===== src/iovr_params.svh =====
// Field positions, reset value and codes of the input overvoltage reaction byte
`ifndef IOVR_PARAMS_SVH
`define IOVR_PARAMS_SVH
`define IOVR_RESP_POS      6
`define IOVR_RETRY_POS     3
`define IOVR_DELAY_POS     0
`define IOVR_REACTION_RST  8'h00
`define IOVR_RETRY_NONE    3'h0
`define IOVR_RETRY_FOREVER 3'h7
`endif


===== src/iovr_pkg.sv =====
// Types of the input overvoltage fault reaction block
package iovr_pkg;
  typedef enum logic [1:0] {
    IOVR_IGNORE   = 2'b00,
    IOVR_RIDE     = 2'b01,
    IOVR_RETRY    = 2'b10,
    IOVR_LATCHOFF = 2'b11
  } iovr_resp_t;

  typedef enum logic [2:0] {
    IOVR_ST_RUN     = 3'b000,
    IOVR_ST_RIDE    = 3'b001,
    IOVR_ST_OFFWAIT = 3'b010,
    IOVR_ST_ATTEMPT = 3'b011,
    IOVR_ST_LATCHED = 3'b100
  } iovr_state_t;
endpackage


===== src/iovr_delay_timer.sv =====
// Delay timer counting 2**code time units of unitCycles clocks each
`timescale 1ns/1ps
module iovr_delay_timer #(
  parameter int UNIT_W = 16
) (
  input  wire logic              mclk,
  input  wire logic              rstSync_n,
  input  wire logic              start,
  input  wire logic              stop,
  input  wire logic [2:0]        code,
  input  wire logic [UNIT_W-1:0] unitCycles,
  output logic                   done
);
  typedef struct packed {
    logic              running;
    logic [UNIT_W+6:0] cnt;
  } iovr_tmr_t;

  iovr_tmr_t         s_r;
  iovr_tmr_t         s_nxt;
  logic [UNIT_W+6:0] loadVal;

  // Zero unit is taken as one clock so the delay is never shorter than a cycle
  assign loadVal = ({7'h00, (unitCycles == '0) ? UNIT_W'(1) : unitCycles} << code)
                   - (UNIT_W+7)'(1);
  assign done    = s_r.running && (s_r.cnt == '0);

  always_comb begin
    s_nxt = s_r;
    if (stop) begin
      s_nxt.running = 1'b0;
      s_nxt.cnt     = '0;
    end else if (start) begin
      s_nxt.running = 1'b1;
      s_nxt.cnt     = loadVal;
    end else if (done) begin
      s_nxt.running = 1'b0;
    end else if (s_r.running) begin
      s_nxt.cnt = s_r.cnt - (UNIT_W+7)'(1);
    end
  end

  always_ff @(posedge mclk or negedge rstSync_n) begin
    if (!rstSync_n) begin
      s_r <= '0;
    end else begin
      s_r <= s_nxt;
    end
  end
endmodule


===== src/iovr_fault_response.sv =====
// Input overvoltage fault reaction: ride-through, shutdown, retries and latch-off
`timescale 1ns/1ps
`include "iovr_params.svh"
module iovr_fault_response #(
  parameter int UNIT_W = 16
) (
  input  wire logic              mclk,
  input  wire logic              rst_n,
  input  wire logic              cfgWe,
  input  wire logic [7:0]        cfgWrData,
  output logic      [7:0]        cfgRdData,
  input  wire logic [UNIT_W-1:0] timeUnitCycles,
  input  wire logic              ovDetect,
  input  wire logic              outputOn,
  input  wire logic              statusClear,
  input  wire logic              clearFaults,
  input  wire logic              otherFault,
  output logic                   outputEnable,
  output logic                   faultLatched,
  output logic                   retrying,
  output logic      [2:0]        attemptCount
);
  typedef struct packed {
    logic [7:0]          reaction;
    iovr_pkg::iovr_state_t st;
    logic [2:0]          attempts;
  } iovr_core_t;

  iovr_core_t           s_r;
  iovr_core_t           s_nxt;
  logic [1:0]           rstPipe_r;
  logic                 rstSync_n;
  logic                 clrAny;
  logic                 tmrStart;
  logic                 tmrDone;
  iovr_pkg::iovr_resp_t resp;
  logic [2:0]           retryCode;
  logic [2:0]           delayCode;

  // Reset released through two flops
  always_ff @(posedge mclk or negedge rst_n) begin
    if (!rst_n) begin
      rstPipe_r <= 2'h0;
    end else begin
      rstPipe_r <= {rstPipe_r[0], 1'b1};
    end
  end
  assign rstSync_n = rstPipe_r[1];

  function automatic logic attemptsLeft(input logic [2:0] code, input logic [2:0] used);
    attemptsLeft = (code == `IOVR_RETRY_FOREVER) || (used < code);
  endfunction

  assign resp      = iovr_pkg::iovr_resp_t'(s_r.reaction[`IOVR_RESP_POS +: 2]);
  assign retryCode = s_r.reaction[`IOVR_RETRY_POS +: 3];
  assign delayCode = s_r.reaction[`IOVR_DELAY_POS +: 3];
  assign clrAny    = statusClear || clearFaults || !outputOn;

  always_comb begin
    s_nxt    = s_r;
    tmrStart = 1'b0;
    if (cfgWe) begin
      s_nxt.reaction = cfgWrData;
    end
    if (clrAny) begin
      s_nxt.st       = iovr_pkg::IOVR_ST_RUN;
      s_nxt.attempts = 3'h0;
    end else if (otherFault && s_r.st != iovr_pkg::IOVR_ST_RUN) begin
      s_nxt.st = iovr_pkg::IOVR_ST_LATCHED;
    end else begin
      unique case (s_r.st)
        iovr_pkg::IOVR_ST_RUN: begin
          if (ovDetect) begin
            unique case (resp)
              iovr_pkg::IOVR_IGNORE: s_nxt.st = iovr_pkg::IOVR_ST_RUN;
              iovr_pkg::IOVR_RIDE: begin
                s_nxt.st = iovr_pkg::IOVR_ST_RIDE;
                tmrStart = 1'b1;
              end
              iovr_pkg::IOVR_RETRY: begin
                if (retryCode == `IOVR_RETRY_NONE) begin
                  s_nxt.st = iovr_pkg::IOVR_ST_LATCHED;
                end else begin
                  s_nxt.st = iovr_pkg::IOVR_ST_OFFWAIT;
                  tmrStart = 1'b1;
                end
              end
              iovr_pkg::IOVR_LATCHOFF: s_nxt.st = iovr_pkg::IOVR_ST_LATCHED;
            endcase
          end
        end
        iovr_pkg::IOVR_ST_RIDE: begin
          if (tmrDone) begin
            if (!ovDetect) begin
              s_nxt.st = iovr_pkg::IOVR_ST_RUN;
            end else if (retryCode == `IOVR_RETRY_NONE) begin
              s_nxt.st = iovr_pkg::IOVR_ST_LATCHED;
            end else begin
              s_nxt.st = iovr_pkg::IOVR_ST_OFFWAIT;
              tmrStart = 1'b1;
            end
          end
        end
        iovr_pkg::IOVR_ST_OFFWAIT: begin
          if (tmrDone) begin
            s_nxt.st = iovr_pkg::IOVR_ST_ATTEMPT;
            tmrStart = 1'b1;
            if (s_r.attempts != 3'h7) begin
              s_nxt.attempts = s_r.attempts + 3'h1;
            end
          end
        end
        iovr_pkg::IOVR_ST_ATTEMPT: begin
          if (ovDetect) begin
            if (attemptsLeft(retryCode, s_r.attempts)) begin
              s_nxt.st = iovr_pkg::IOVR_ST_OFFWAIT;
              // Timer ends this cycle; rearm it or the wait would never finish
              tmrStart = tmrDone;
            end else begin
              s_nxt.st = iovr_pkg::IOVR_ST_LATCHED;
            end
          end else if (tmrDone) begin
            s_nxt.st       = iovr_pkg::IOVR_ST_RUN;
            s_nxt.attempts = 3'h0;
          end
        end
        iovr_pkg::IOVR_ST_LATCHED: s_nxt.st = iovr_pkg::IOVR_ST_LATCHED;
        default: s_nxt.st = iovr_pkg::IOVR_ST_RUN;
      endcase
    end
  end

  always_ff @(posedge mclk or negedge rstSync_n) begin
    if (!rstSync_n) begin
      s_r.reaction <= `IOVR_REACTION_RST;
      s_r.st       <= iovr_pkg::IOVR_ST_RUN;
      s_r.attempts <= 3'h0;
    end else begin
      s_r <= s_nxt;
    end
  end

  // Timer is stopped on any clear so a later fault starts afresh
  iovr_delay_timer #(
    .UNIT_W(UNIT_W)
  ) u_timer (
    .mclk      (mclk),
    .rstSync_n (rstSync_n),
    .start     (tmrStart),
    .stop      (clrAny || (otherFault && s_r.st != iovr_pkg::IOVR_ST_RUN)),
    .code      (delayCode),
    .unitCycles(timeUnitCycles),
    .done      (tmrDone)
  );

  assign cfgRdData    = s_r.reaction;
  assign outputEnable = outputOn && (s_r.st == iovr_pkg::IOVR_ST_RUN ||
                                     s_r.st == iovr_pkg::IOVR_ST_RIDE ||
                                     s_r.st == iovr_pkg::IOVR_ST_ATTEMPT);
  assign faultLatched = (s_r.st == iovr_pkg::IOVR_ST_LATCHED);
  assign retrying     = (s_r.st == iovr_pkg::IOVR_ST_OFFWAIT ||
                         s_r.st == iovr_pkg::IOVR_ST_ATTEMPT);
  assign attemptCount = s_r.attempts;

  wire quiet = !clrAny && !otherFault && !cfgWe;
  wire atRun = (s_r.st == iovr_pkg::IOVR_ST_RUN);
endmodule


===== config.mk =====
export PLATFORM = sky130hd
export DESIGN_NAME = iovr_fault_response
export DESIGN_NICKNAME = d
export VERILOG_FILES = /design/src/iovr_pkg.sv /design/src/iovr_delay_timer.sv /design/src/iovr_fault_response.sv
export VERILOG_INCLUDE_DIRS = /design/src
export SDC_FILE = /design/constraint.sdc
export NUM_CORES = 1
export LEC_CHECK = 0
export BUFFER_PORTS_ARGS = -buffer_cell sky130_fd_sc_hd__buf_4
export CORE_ASPECT_RATIO = 1.5
export CORE_MARGIN = 2
export CORE_UTILIZATION = 66
export CTS_BUF_LIST = sky130_fd_sc_hd__clkbuf_4
export DETAILED_ROUTE_END_ITERATION = 12
export MAX_ROUTING_LAYER = met4
export PLACE_DENSITY = 0.9
export SLEW_MARGIN = 10
export SYNTH_ARGS = -nofsm -noshare
export SYNTH_HDL_FRONTEND = slang
export SYNTH_SLANG_ARGS = --single-unit

===== constraint.sdc =====
create_clock -name mclk -period 1.9 [get_ports mclk]
set_input_delay 0.38 -clock mclk [delete_from_list [all_inputs] [get_ports mclk]]
set_output_delay 0.38 -clock mclk [all_outputs]
set_load 0.005 [all_outputs]

==> summary.md, run 1 <==
| Metric | Value |
|---|---|
| Outcome | `stopped before the end` |
| Failing step | `clock tree synthesis` |
| Error msg | `[ERROR DPL-0038] Utilization greater than 100%, impossible to legalize` |
| Initial Util | `68.63%` |
| Yosys warns | `0` |
| H-tree Lvls | `2` |
| Cells after Synth | `449` |
| Sequential area share after synthesis | `26.56%` |
| Top cells by count, synth | `nand2_1, dfrtp_1, nor2_1, a21oi_1, o21ai_0` |
| Post-Syn Area | `3769 µm²` |
| EDFF count, synth | `0` |
| Die Wd | `65.70 µm` |
| CTS buffer count | `5` |
| Async SR Flop Fraction | `100.0%` |
| DP HPWL | `12900 µm` |
| Rows | `33` |
| Post-CTS Setup Repair Bufs | `30` |
| Longest Clk Path Bufs | `2` |
| CTS root buffer | `clkbuf_4` |
| Syn Area/Cell | `8.393 µm²` |
| Primary FF master, synth | `dfrtp_1` |
| Synth unique cells | `82` |
| FF+latch count, synth | `40` |
| Yosys top cell area share | `26.56%` |
| Post-CTS Resized | `89` |
| Top cell type by total area after synthesis | `dfrtp_1` |
| Chip height | `96.55 µm` |
| Hold buffer count at CTS | `1` |
| Most frequent cell after synthesis | `nand2_1` |
| IO Count | `46` |
| Placer Congestion | `0.9267` |
| Count of clock tree sinks | `40` |
| Synth area leaders | `dfrtp_1, nand2_1, mux4_2` |
| Buffers on Ports | `45` |
| Syn nets | `490` |
stage by stage:
step	util (%)	instance area (µm²)	worst slack [ns]	cells	TNS, ns
floorplan	-	3899	-0.6449	449	-11.62
global placement	96.10	5278	-0.7438	685	-15.56
detailed placement	96.10	5278	-1.049	685	-22.30
kinds of logic after synthesis:
kind of cell             share of synthesized area [%]
AO/OA/AOI/OAI                                    23.44
flip-flops                                       26.56
AND/OR/NAND/NOR                                  24.24
buffers and inverters                            7.702
adder cells (fa/ha/maj)                          2.988
other                                          0.09951
XOR/XNOR                                         2.556
multiplexers                                     12.42
==> inputs of run 2 (changes only) <==
--- a/config.mk
+++ b/config.mk
@@ -7,13 +7,10 @@
 export NUM_CORES = 1
 export LEC_CHECK = 0
 export BUFFER_PORTS_ARGS = -buffer_cell sky130_fd_sc_hd__buf_4
-export CORE_ASPECT_RATIO = 1.5
 export CORE_MARGIN = 2
-export CORE_UTILIZATION = 66
-export CTS_BUF_LIST = sky130_fd_sc_hd__clkbuf_4
+export CORE_UTILIZATION = 40
 export DETAILED_ROUTE_END_ITERATION = 12
-export MAX_ROUTING_LAYER = met4
-export PLACE_DENSITY = 0.9
+export PLACE_DENSITY_LB_ADDON = 0.15
 export SLEW_MARGIN = 10
 export SYNTH_ARGS = -nofsm -noshare
 export SYNTH_HDL_FRONTEND = slang
==> run 2 against run 1 <==
Effect of this change:
- the flow now finishes, with violations (negative setup slack)
- area after synthesis unchanged
- synthesized cell count unchanged
==> summary.md, run 2 <==
| Metric | Value |
|---|---|
| Slew headroom | `58.87%` |
| Count of clock tree sinks | `40 (unchanged)` |
| Max reg flops | `24` |
| DR pass1 iterations | `5` |
| Failing checks | `negative setup slack` |
| Fin crit share | `139.3%` |
| Power Density | `553.4 nW/µm²` |
| EDFF count, synth | `0 (unchanged)` |
| Global-route wire length before repair | `20730 µm` |
| CTS buffer count | `5 (unchanged)` |
| Worst EP arrival | `2.86 ns` |
| CP cell instances | `mux4_2, mux2i_2, and3_4, and4_4, nand3_2, o21a_4, nor3_4, nand2_1, a32o_1` |
| Antenna Cells | `0` |
| Critical Path RT | `2.11 ns` |
| Switch Pwr | `1.243 mW` |
| Clk_lat worst skew | `0.31 ns` |
| Cells after Synth | `449 (unchanged)` |
| Worst setup EP type | `register` |
| Max cap viols | `0` |
| Internal power | `2.298 mW` |
| Syn nets | `490 (unchanged)` |
| Peak Freq | `377.8 MHz` |
| Via total after detailed routing | `4310` |
| Top cells by count, synth | `nand2_1, dfrtp_1, nor2_1, a21oi_1, o21ai_0` |
| Synth unique cells | `82 (unchanged)` |
| Seq pwr share | `26.4%` |
| Critical path class | `reg -> reg` |
| Synth area leaders | `dfrtp_1, nand2_1, mux4_2` |
| Final Power | `3.541 mW` |
| Clock Power Share | `21.9%` |
| Initial DRC Count | `172` |
| Die Wd | `101.1 µm (+54%)` |
| Peak supply drop | `350.3 µV` |
| Sequential area share after synthesis | `26.56% (unchanged)` |
| Buffers on Ports | `45 (unchanged)` |
| Post-layout util | `69.58%` |
| Switch share | `35.11%` |
| H-tree Lvls | `2 (unchanged)` |
| Antenna Violating Nets Remaining | `0` |
| Comb pwr share | `51.7%` |
| Total grt overflow | `0` |
| Setup TNS | `-16.15 ns` |
| Slowest cell on crit path | `mux4_2` |
| Rows | `35 (+6.1%)` |
| Share of cells above drive strength 1 | `57.96%` |
| Critical Path Source Type | `register` |
| Tmin final | `2.647 ns` |
| Placer Congestion | `0.8826 (-4.8%)` |
| Worst clock skew | `0.003178 ns` |
| Core footprint | `9196 µm²` |
| Primary FF master, synth | `dfrtp_1` |
| Clock slew at reported path FFs | `0.09 ns` |
| Fin. Hold Viols | `0` |
| Worst slew pin tran | `0.6128 ns` |
| Initial Util | `40.98% (-28 points)` |
| Vias in the first global route | `4238` |
| Slowest stage delay, CP | `0.56 ns` |
| DR vias/cell | `5.463` |
| Setup Viol. Count Final | `30` |
| Unrepaired setup endpoints after global routing | `yes` |
| LEAKAGE | `2.970 nW` |
| HP Class | `in -> reg` |
| NumNets Final | `718` |
| Most frequent cell after synthesis | `nand2_1` |
| Crit Path Max Fanout | `7` |
| IO Count | `46 (unchanged)` |
| Yosys top cell area share | `26.56% (unchanged)` |
| Routed WL | `13270 µm` |
| Largest net degree at the start of global routing | `39` |
| Fin worst setup slack | `-0.7469 ns` |
| Syn Area/Cell | `8.393 µm² (unchanged)` |
| # DRC | `0` |
| GRT Total Usage | `25.65%` |
| FF+latch count, synth | `40 (unchanged)` |
| Initial antenna violation count | `0` |
| Async SR Flop Fraction | `100.0% (unchanged)` |
| Area Growth Syn to Fin | `69.79%` |
| CTS root buffer | `clkbuf_8` |
| Longest Clk Path Bufs | `2 (unchanged)` |
| WL/cell | `16.82 µm` |
| Die area | `10210 µm²` |
| Yosys warns | `0 (unchanged)` |
| Largest Register | `u_timer.s_r` |
| Most frequent cells in the layout | `buf_4, nand2_1, dfrtp_1` |
| Outcome | `complete, but fails checks` |
| DP HPWL | `9112 µm (-29%)` |
| Post-Syn Area | `3769 µm² (unchanged)` |
| Top cell type by total area after synthesis | `dfrtp_1` |
| Max-slew violations | `0` |
| CTS tree | `yes` |
| Chip height | `101.1 µm (+4.7%)` |
| Commonest non-fill, non-tap cell in the layout | `buf_4` |
-- run 2: cell counts after synthesis --
Identical to the previous run, type by type.
-- run 2: routing by layer --
layer	up-vias	wire length (µm)	global-route usage, %
li1	2123	-	-
met1	2068	6152	35.58
met2	102	6476	42.49
met3	17	423	1.942
met4	0	218	8.316
met5	-	0	0
-- run 2: per-stage QoR --
| step | cell area, µm² | instances | hold WS, ns | setup WS (ns) |
|---|---|---|---|---|
| 2_1_floorplan | 3899 | 449 | 0.08441 | -0.6449 |
| 3_3_place_gp | 5341 | 731 | 0.1616 | -0.8349 |
| 3_5_place_dp | 5341 | 731 | 0.1632 | -0.9134 |
| 4_1_cts | 6048 | 770 | 0.2654 | -0.7170 |
| 5_1_grt | 6399 | 789 | 0.2762 | -0.8488 |
| 6_report | 6399 | 789 | 0.2731 | -0.7469 |
-- run 2: path summary, 6_finish.rpt --
check	to	slack (ns)	startpoint	depth (start not counted)
max in group asynchronous	cfgRdData[0]	1.21	rstPipe_r[1]	1
min reg2reg	cfgRdData[4]	0.30	rstPipe_r[1]	1
max reg2reg	u_timer.s_r[22]	-0.75	cfgRdData[1]	9
min in group asynchronous	cfgRdData[4]	0.30	rstPipe_r[1]	1
min	cfgRdData[4]	0.27	cfgWrData[4]	3
max	u_timer.s_r[22]	-0.75	cfgRdData[1]	9
-- run 2: area by class of cell --
cell class,instances,area [µm²]
Multi-Input combinational cell,358,2990
Clock buffer,5,68.82
Inverter,10,40.04
Tap cell,111,138.9
Sequential cell,40,1003
Timing Repair Buffer,262,2111
Fill cell,677,2798
Clock inverter,3,46.29
-- run 2: power by group through the flow --
| stage | Combinational [mW] | Sequential, mW | Clock (mW) |
|---|---|---|---|
| 2_1_floorplan | 0.780 | 0.951 | 0 |
| 4_1_cts | 1.63 | 0.932 | 0.784 |
| 3_3_place_gp | 1.40 | 0.944 | 0 |
| 5_1_grt | 1.95 | 0.941 | 0.813 |
| 3_5_place_dp | 1.42 | 0.946 | 0 |
| 6_report | 1.83 | 0.935 | 0.774 |
-- run 2: cell families after synthesis --
family / share of synthesized area, %
AND/OR/NAND/NOR: 24.24
AO/OA/AOI/OAI: 23.44
buffers and inverters: 7.702
flip-flops: 26.56
multiplexers: 12.42
XOR/XNOR: 2.556
adder cells (fa/ha/maj): 2.988
other: 0.09951
-- run 2: critical path, delay by kind of cell, from the launching register on --
kind | cells | cell delay (ns)
compound gates | 2 | 0.47
flops | 1 | 0.48
mux | 2 | 0.77
simple gates | 5 | 0.82
-- run 2: repair_timing --
action / 4_1_cts / 5_1_grt
cloned: 0 / 1
endpoints found under the setup margin: 30 / 30
endpoints found under the hold margin: 2 / 0
resized for setup: 81 / 62
setup buffers: 32 / 21
hold buffers: 1 / 0
pin swaps: 54 / 51
Power figures use the tool's default switching activity.
==> inputs of run 3 (changes only) <==
--- a/config.mk
+++ b/config.mk
@@ -8,7 +8,7 @@
 export LEC_CHECK = 0
 export BUFFER_PORTS_ARGS = -buffer_cell sky130_fd_sc_hd__buf_4
 export CORE_MARGIN = 2
-export CORE_UTILIZATION = 40
+export CORE_UTILIZATION = 44
 export DETAILED_ROUTE_END_ITERATION = 12
 export PLACE_DENSITY_LB_ADDON = 0.15
 export SLEW_MARGIN = 10
==> run 3 against run 2 <==
Effect of this change:
- the flow still finishes with violations (negative setup slack)
- clock power down 3.4%
- non-clock buffer count shrank 4
- combinational power shrank 5%
- wire length increased by 0.51%
- die area is 8.7% lower
- largest power group unchanged
- global-route usage grew 1.2 points
- total power down 3.3%
- cell count down 1.3%
==> summary.md, run 3 (same netlist as run 2, synthesis figures left out) <==
| Metric | Value |
|---|---|
| Tmin final | `2.904 ns (+0.2569 ns)` |
| Routed WL | `13340 µm (+0.51%)` |
| Total grt overflow | `0 (unchanged)` |
| Final Power | `3.426 mW (-3.3%)` |
| Clk_lat worst skew | `0.30 ns (about the same)` |
| DP HPWL | `8815 µm (-3.3%)` |
| Worst Path Buf+Inv | `3 (+3)` |
| Vias in the first global route | `4110 (-3.0%)` |
| Share of cells above drive strength 1 | `54.90% (-3.1 points)` |
| Antenna Violating Nets Remaining | `0 (unchanged)` |
| Largest Register | `u_timer.s_r` |
| Max cap viols | `0 (unchanged)` |
| Fin. Hold Viols | `0 (unchanged)` |
| Hold Crit Depth | `3 (unchanged)` |
| Commonest non-fill, non-tap cell in the layout | `buf_4` |
| Outcome | `complete, but fails checks` |
| Critical path class | `reg -> reg` |
| Count of clock tree sinks | `40 (unchanged)` |
| CTS tree | `yes` |
| RR Endpoint | `u_timer.s_r[16]` |
| Placer Congestion | `0.8224 (-6.8%)` |
| Failing checks | `negative setup slack` |
| Core footprint | `8258 µm² (-10%)` |
| Fill cell count | `560 (-17%)` |
| Post-layout util | `75.77% (+6.2 points)` |
| Unrepaired setup endpoints after global routing | `yes` |
| Peak Freq | `344.4 MHz (-8.8%)` |
| R2R Path Start | `cfgRdData[5]` |
| Reg-to-reg setup timing slack | `-1.00 ns (-0.26 ns)` |
| Slowest stage delay, CP | `0.41 ns (-0.15 ns)` |
| Max-slew violations | `0 (unchanged)` |
| Fin worst setup slack | `-1.004 ns (-0.2569 ns)` |
| Worst setup EP type | `register` |
| Buffers on Ports | `45 (unchanged)` |
| Slowest cell on crit path | `dfrtp_1` |
| Worst R2R Path Depth | `12 (+3)` |
| Initial DRC Count | `400 (+130%)` |
| LEAKAGE | `2.929 nW (-1.4%)` |
| H-tree Lvls | `2 (unchanged)` |
| Worst Hold Path EP | `cfgRdData[6]` |
| Register Area | `1003 µm² (unchanged)` |
| Clock slew at reported path FFs | `0.09 ns (about the same)` |
| WL/cell | `17.12 µm (+1.8%)` |
| CTS buffer count | `5 (unchanged)` |
| Chip height | `96.55 µm (-4.5%)` |
| Worst clock skew | `0.01142 ns (+0.008245 ns)` |
| DR pass1 iterations | `5 (unchanged)` |
| Most frequent cells in the layout | `buf_4, nand2_1, dfrtp_1` |
| Worst slew pin tran | `0.5100 ns (-0.1028 ns)` |
| Non-Filler Instances | `779 (-1.3%)` |
| Die area | `9321 µm² (-8.7%)` |
| Initial Util | `45.64% (+4.7 points)` |
| Crit path max-delay family | `compound AO/OA/AOI/OAI gates` |
| CTS root buffer | `clkbuf_8` |
| Worst EP arrival | `3.09 ns (+0.23 ns)` |
| Rows | `33 (-5.7%)` |
| IO Count | `46 (unchanged)` |
| Worst Min Path Start | `cfgWrData[6]` |
| HP Class | `in -> reg` |
| Longest Clk Path Bufs | `2 (unchanged)` |
| Area Growth Syn to Fin | `66.04%` |
| Setup Viol. Count Final | `30 (unchanged)` |
| DR vias/cell | `5.782 (+5.8%)` |
| Global-route wire length before repair | `19590 µm (-5.5%)` |
| Power Density | `547.5 nW/µm² (-1.1%)` |
| GRT Total Usage | `26.82% (+1.2 points)` |
| Via total after detailed routing | `4504 (+4.5%)` |
| Initial antenna violation count | `0 (unchanged)` |
| Critical Path RT | `2.09 ns (-0.02 ns)` |
| Largest net degree at the start of global routing | `39 (unchanged)` |
| Die Wd | `96.55 µm (-4.5%)` |
| NumNets Final | `714 (-0.56%)` |
| Peak supply drop | `362.2 µV (+3.4%)` |
| Crit Path Max Fanout | `5 (-2)` |
| Max reg flops | `24 (unchanged)` |
| Critical Path Source Type | `register` |
| Area of the multi-input gates | `2929 µm² (-2.1%)` |
| Fin crit share | `152.8% (+14 points)` |
| Cell mode on critical path | `buf_6` |
| CP cell instances | `buf_6, o31a_1, o2111a_2, or2_4, o221ai_4, buf_6, nand4_1, o21a_4, buf_6, o21a_1, o21ai_2, a21oi_1` |
| Slew headroom | `65.77% (+6.9 points)` |
| Placed Cells | `737 (+0.82%)` |
| Antenna Cells | `0 (unchanged)` |
| # DRC | `0 (unchanged)` |
| Setup TNS | `-18.73 ns (-2.579 ns)` |
run 3: report_power, final:
part	total, mW	switching [mW]	internal (mW)
sequential	0.935	0.0434	0.892
combinational	1.74	0.811	0.931
clock	0.748	0.352	0.396
total	3.43	1.21	2.22
run 3: how the worst max path moves through the flow:
| stage | startpoint | to | slack (ns) | cells past startpoint |
|---|---|---|---|---|
| global placement | cfgRdData[1] | u_timer.s_r[12] | -0.84 | 10 |
| detailed placement | cfgRdData[0] | u_timer.s_r[22] | -0.89 | 10 |
| global route | cfgRdData[5] | u_timer.s_r[16] | -1.04 | 12 |
| finish | cfgRdData[5] | u_timer.s_r[16] | -1.00 | 12 |
| floorplan | cfgRdData[5] | u_timer.s_r[22] | -0.64 | 12 |
| CTS | cfgRdData[5] | u_timer.s_r[15] | -0.78 | 14 |
run 3: layer usage:
metal,GRT usage [%],up-vias,routed length (µm)
met5,0,-,0
met3,2.638,35,721
met2,44.33,183,6467
met1,37.90,2161,5883
li1,-,2125,-
met4,6.690,0,267
run 3: final cells by class:
cell class | count | share of cell area [%]
inverters | 10 | 0.6399
flip-flops and latches | 40 | 16.04
well taps | 105 | 2.100
clock buffers | 5 | 1.100
multi-input cells | 358 | 46.81
repair buffers | 258 | 32.57
clock inverters | 3 | 0.7399
run 3: repair_timing:
action / CTS / global route
resized for setup: 44 / 61
endpoints found under the hold margin: 2 / 0
pin swaps: 24 / 28
buffers inserted: 18 / 15
hold buffers: 1 / 0
gates cloned: 1 / 0
setup endpoints to repair: 30 / 30
run 3: through the flow:
step	hold WS (ns)	worst slack (ns)	instance area, µm²
final	0.2766	-1.004	6257
after global routing	0.2786	-1.039	6257
after CTS	0.2748	-0.7816	5892
after detailed placement	0.1631	-0.8930	5424
after global placement	0.1617	-0.8381	5424
after floorplan	0.08441	-0.6449	3899
run 3: tightest hold or removal path, delay by kind of cell:
| family | cells | cell delay (ns) |
|---|---|---|
| simple gates | 1 | 0.04 |
| compound gates | 1 | 0.05 |
| buf+inv | 1 | 0.08 |
==> inputs of run 4 (changes only) <==
--- a/config.mk
+++ b/config.mk
@@ -8,7 +8,7 @@
 export LEC_CHECK = 0
 export BUFFER_PORTS_ARGS = -buffer_cell sky130_fd_sc_hd__buf_4
 export CORE_MARGIN = 2
-export CORE_UTILIZATION = 44
+export CORE_UTILIZATION = 53
 export DETAILED_ROUTE_END_ITERATION = 12
 export PLACE_DENSITY_LB_ADDON = 0.15
 export SLEW_MARGIN = 10
==> constraint.sdc (replaced) <==
create_clock -name mclk -period 1.9 [get_ports mclk]
set_input_delay 0.19 -clock mclk [delete_from_list [all_inputs] [get_ports mclk]]
set_output_delay 0.19 -clock mclk [all_outputs]
set_load 0.005 [all_outputs]
==> run 4 against run 3 <==
Effect of this change:
- the flow still finishes with violations (negative setup slack)
- largest power group unchanged
- die area down 16%
- core utilization up 18 points
- global-route usage grew 15 points
- hold slack got worse by 0.16 ns
- maximum frequency fell by 10%
- wire length is 71% higher
- via count is 32% higher
- largest cell class unchanged
- clock skew rose by 0.010 ns
- worst setup slack got worse by 0.33 ns
- cell count shrank 1.5%
- flip-flop and latch count did not move
==> summary.md, run 4 (same netlist as run 2, synthesis figures left out) <==
| Metric | Value |
|---|---|
| Outcome | `complete, but fails checks` |
| Failing checks | `negative setup slack` |
| Commonest non-fill, non-tap cell in the layout | `buf_4` |
| Most frequent cells in the layout | `buf_4, nand2_1, dfrtp_1` |
| DR vias/cell | `7.760 (+34%)` |
| NumNets Final | `711 (-0.42%)` |
| CP cell instances | `buf_4, nor3_1, a21oi_1, a221oi_1, or2_2, nand4_1, buf_4, o22a_1, nor4_2, a21oi_1, o2bb2ai_1` |
| Met2 Usage GRT | `69.65% (+25 points)` |
| CTS tree | `yes` |
| Placed Cells | `723 (-1.9%)` |
| HP Class | `in -> reg` |
| Seq pwr share | `25.1% (-2.2 points)` |
| Non-Filler Instances | `767 (-1.5%)` |
| Antenna Violating Nets Remaining | `0 (unchanged)` |
| Setup WS pre-CTS | `-0.9031 ns (-0.01012 ns)` |
| Core footprint | `6832 µm² (-17%)` |
| LEAKAGE | `2.946 nW (+0.61%)` |
| Worst EP arrival | `3.49 ns (+0.40 ns)` |
| Setup TNS | `-26.15 ns (-7.416 ns)` |
| Placer Congestion | `0.9313 (+13%)` |
| Clk_lat worst skew | `0.32 ns (+0.02 ns)` |
| Longest Clk Path Bufs | `2 (unchanged)` |
| Area Growth Syn to Fin | `69.75%` |
| Crit Path Max Fanout | `17 (+12)` |
| Peak Freq | `308.9 MHz (-10%)` |
| Initial Util | `55.16% (+9.5 points)` |
| WL/cell | `29.74 µm (+74%)` |
| DR pass1 iterations | `12 (+7)` |
| Slowest stage delay, CP | `0.49 ns (+0.08 ns)` |
| GR Util met3 | `8.675% (+6.0 points)` |
| IO Count | `46 (unchanged)` |
| Initial DRC Count | `1180 (+200%)` |
| Largest Register | `u_timer.s_r` |
| CTS buffer count | `5 (unchanged)` |
| Switch Pwr | `1.539 mW (+28%)` |
| Clock Power Share | `20.5% (-1.3 points)` |
| Max cap viols | `0 (unchanged)` |
| Fin crit share | `170.4% (+18 points)` |
| Power Density | `589.8 nW/µm² (+7.7%)` |
| Internal power | `2.234 mW (+0.64%)` |
| DP HPWL | `9243 µm (+4.9%)` |
| Die Wd | `88.33 µm (-8.5%)` |
| Setup Viol. Count Final | `30 (unchanged)` |
| Switch share | `40.80% (+5.6 points)` |
| Comb pwr share | `54.4% (+3.5 points)` |
| Vias in the first global route | `4965 (+21%)` |
| Share of cells above drive strength 1 | `57.97% (+3.1 points)` |
| Die area | `7801 µm² (-16%)` |
| Critical Path Source Type | `register` |
| Rows | `30 (-9.1%)` |
| Largest net degree at the start of global routing | `31 (-21%)` |
| Worst Path Buf+Inv | `2 (-1)` |
| Fin worst setup slack | `-1.337 ns (-0.3337 ns)` |
| Worst clock skew | `0.02155 ns (+0.01013 ns)` |
| Buffers on Ports | `45 (unchanged)` |
| Max-slew violations | `0 (unchanged)` |
| Clock slew at reported path FFs | `0.11 ns (+0.02 ns)` |
| Crit path max-delay family | `simple AND/OR/NAND/NOR gates` |
| Met1 Use GR | `52.32% (+14 points)` |
| Final Power | `3.773 mW (+10%)` |
| H-tree Lvls | `2 (unchanged)` |
| Critical Path RT | `2.15 ns (+0.06 ns)` |
| Critical path class | `reg -> reg` |
| Routed WL | `22810 µm (+71%)` |
| Chip height | `88.33 µm (-8.5%)` |
| Slowest cell on crit path | `nor4_2` |
| Worst setup EP type | `register` |
| Fin. Hold Viols | `0 (unchanged)` |
| Count of clock tree sinks | `40 (unchanged)` |
| Via total after detailed routing | `5952 (+32%)` |
| Layer carrying the most global-route usage | `met2` |
| Peak supply drop | `412.9 µV (+14%)` |
| Antenna Cells | `0 (unchanged)` |
| Worst slew pin tran | `0.7376 ns (+0.2276 ns)` |
| Unrepaired setup endpoints after global routing | `yes` |
| GRT Total Usage | `42.27% (+15 points)` |
| Global-route wire length before repair | `25360 µm (+29%)` |
| Tmin final | `3.237 ns (+0.3337 ns)` |
| Max reg flops | `24 (unchanged)` |
| Initial antenna violation count | `0 (unchanged)` |
| CTS root buffer | `clkbuf_8` |
| Total grt overflow | `0 (unchanged)` |
| # DRC | `0 (unchanged)` |
| Slew headroom | `50.45% (-15 points)` |
[run 4: changes by cell type in the layout (fill, tap and decap cells not counted), sizes merged]
cell | before | now
buf | 257 | 254
clkinv | 0 | 1
inv | 11 | 10
[run 4: area by class of cell]
type / count / area, µm²
Sequential cell: 40 / 1003
Inverter: 10 / 37.54
Clock buffer: 5 / 68.82
Multi-Input combinational cell: 358 / 3043
Tap cell: 96 / 120.1
Timing Repair Buffer: 255 / 2082
Fill cell: 204 / 434.2
Clock inverter: 3 / 42.54
[run 4: per-layer routing]
metal,vias up,part of all wire (%)
met5,-,0
met4,0,12
met3,324,16
met2,857,41
met1,2653,32
li1,2118,-
[run 4: path summary, 6_finish.rpt]
kind	from	end	slack, ns	depth (start not counted)
worst max-delay path	cfgRdData[0]	u_timer.s_r[9]	-1.34	11
worst min-delay path	cfgWrData[1]	cfgRdData[1]	0.12	2
worst max register to register	cfgRdData[0]	u_timer.s_r[9]	-1.34	11
worst min register to register	rstPipe_r[1]	attemptCount[1]	0.17	0
max in group asynchronous	rstPipe_r[1]	u_timer.s_r[3]	1.20	1
min in group asynchronous	rstPipe_r[1]	attemptCount[1]	0.17	0
[run 4: power groups by stage]
stage	Clock, mW	Combinational, mW	Sequential (mW)
2_1_floorplan	0	0.776	0.951
3_3_place_gp	0	1.39	0.949
3_5_place_dp	0	1.43	0.952
4_1_cts	0.731	1.59	0.931
5_1_grt	0.791	2.08	0.947
6_report	0.774	2.05	0.946
[run 4: repair_timing]
item                       4_1_cts  5_1_grt
hold buffers                     1        0
setup endpoints to repair       30       30
hold endpoints to repair         2        0
setup buffers                   22       18
pin swaps                       30       49
gates resized for setup         73       73
[run 4: stage by stage]
stage	cell area, µm²	hold WS, ns	utilization, %
4_1_cts	5979	0.09527	87.53
3_5_place_dp	5409	-0.02748	79.18
6_report	6397	0.1200	93.64
3_3_place_gp	5409	-0.02722	79.18
5_1_grt	6397	0.1216	93.64
2_1_floorplan	3889	-0.1056	-
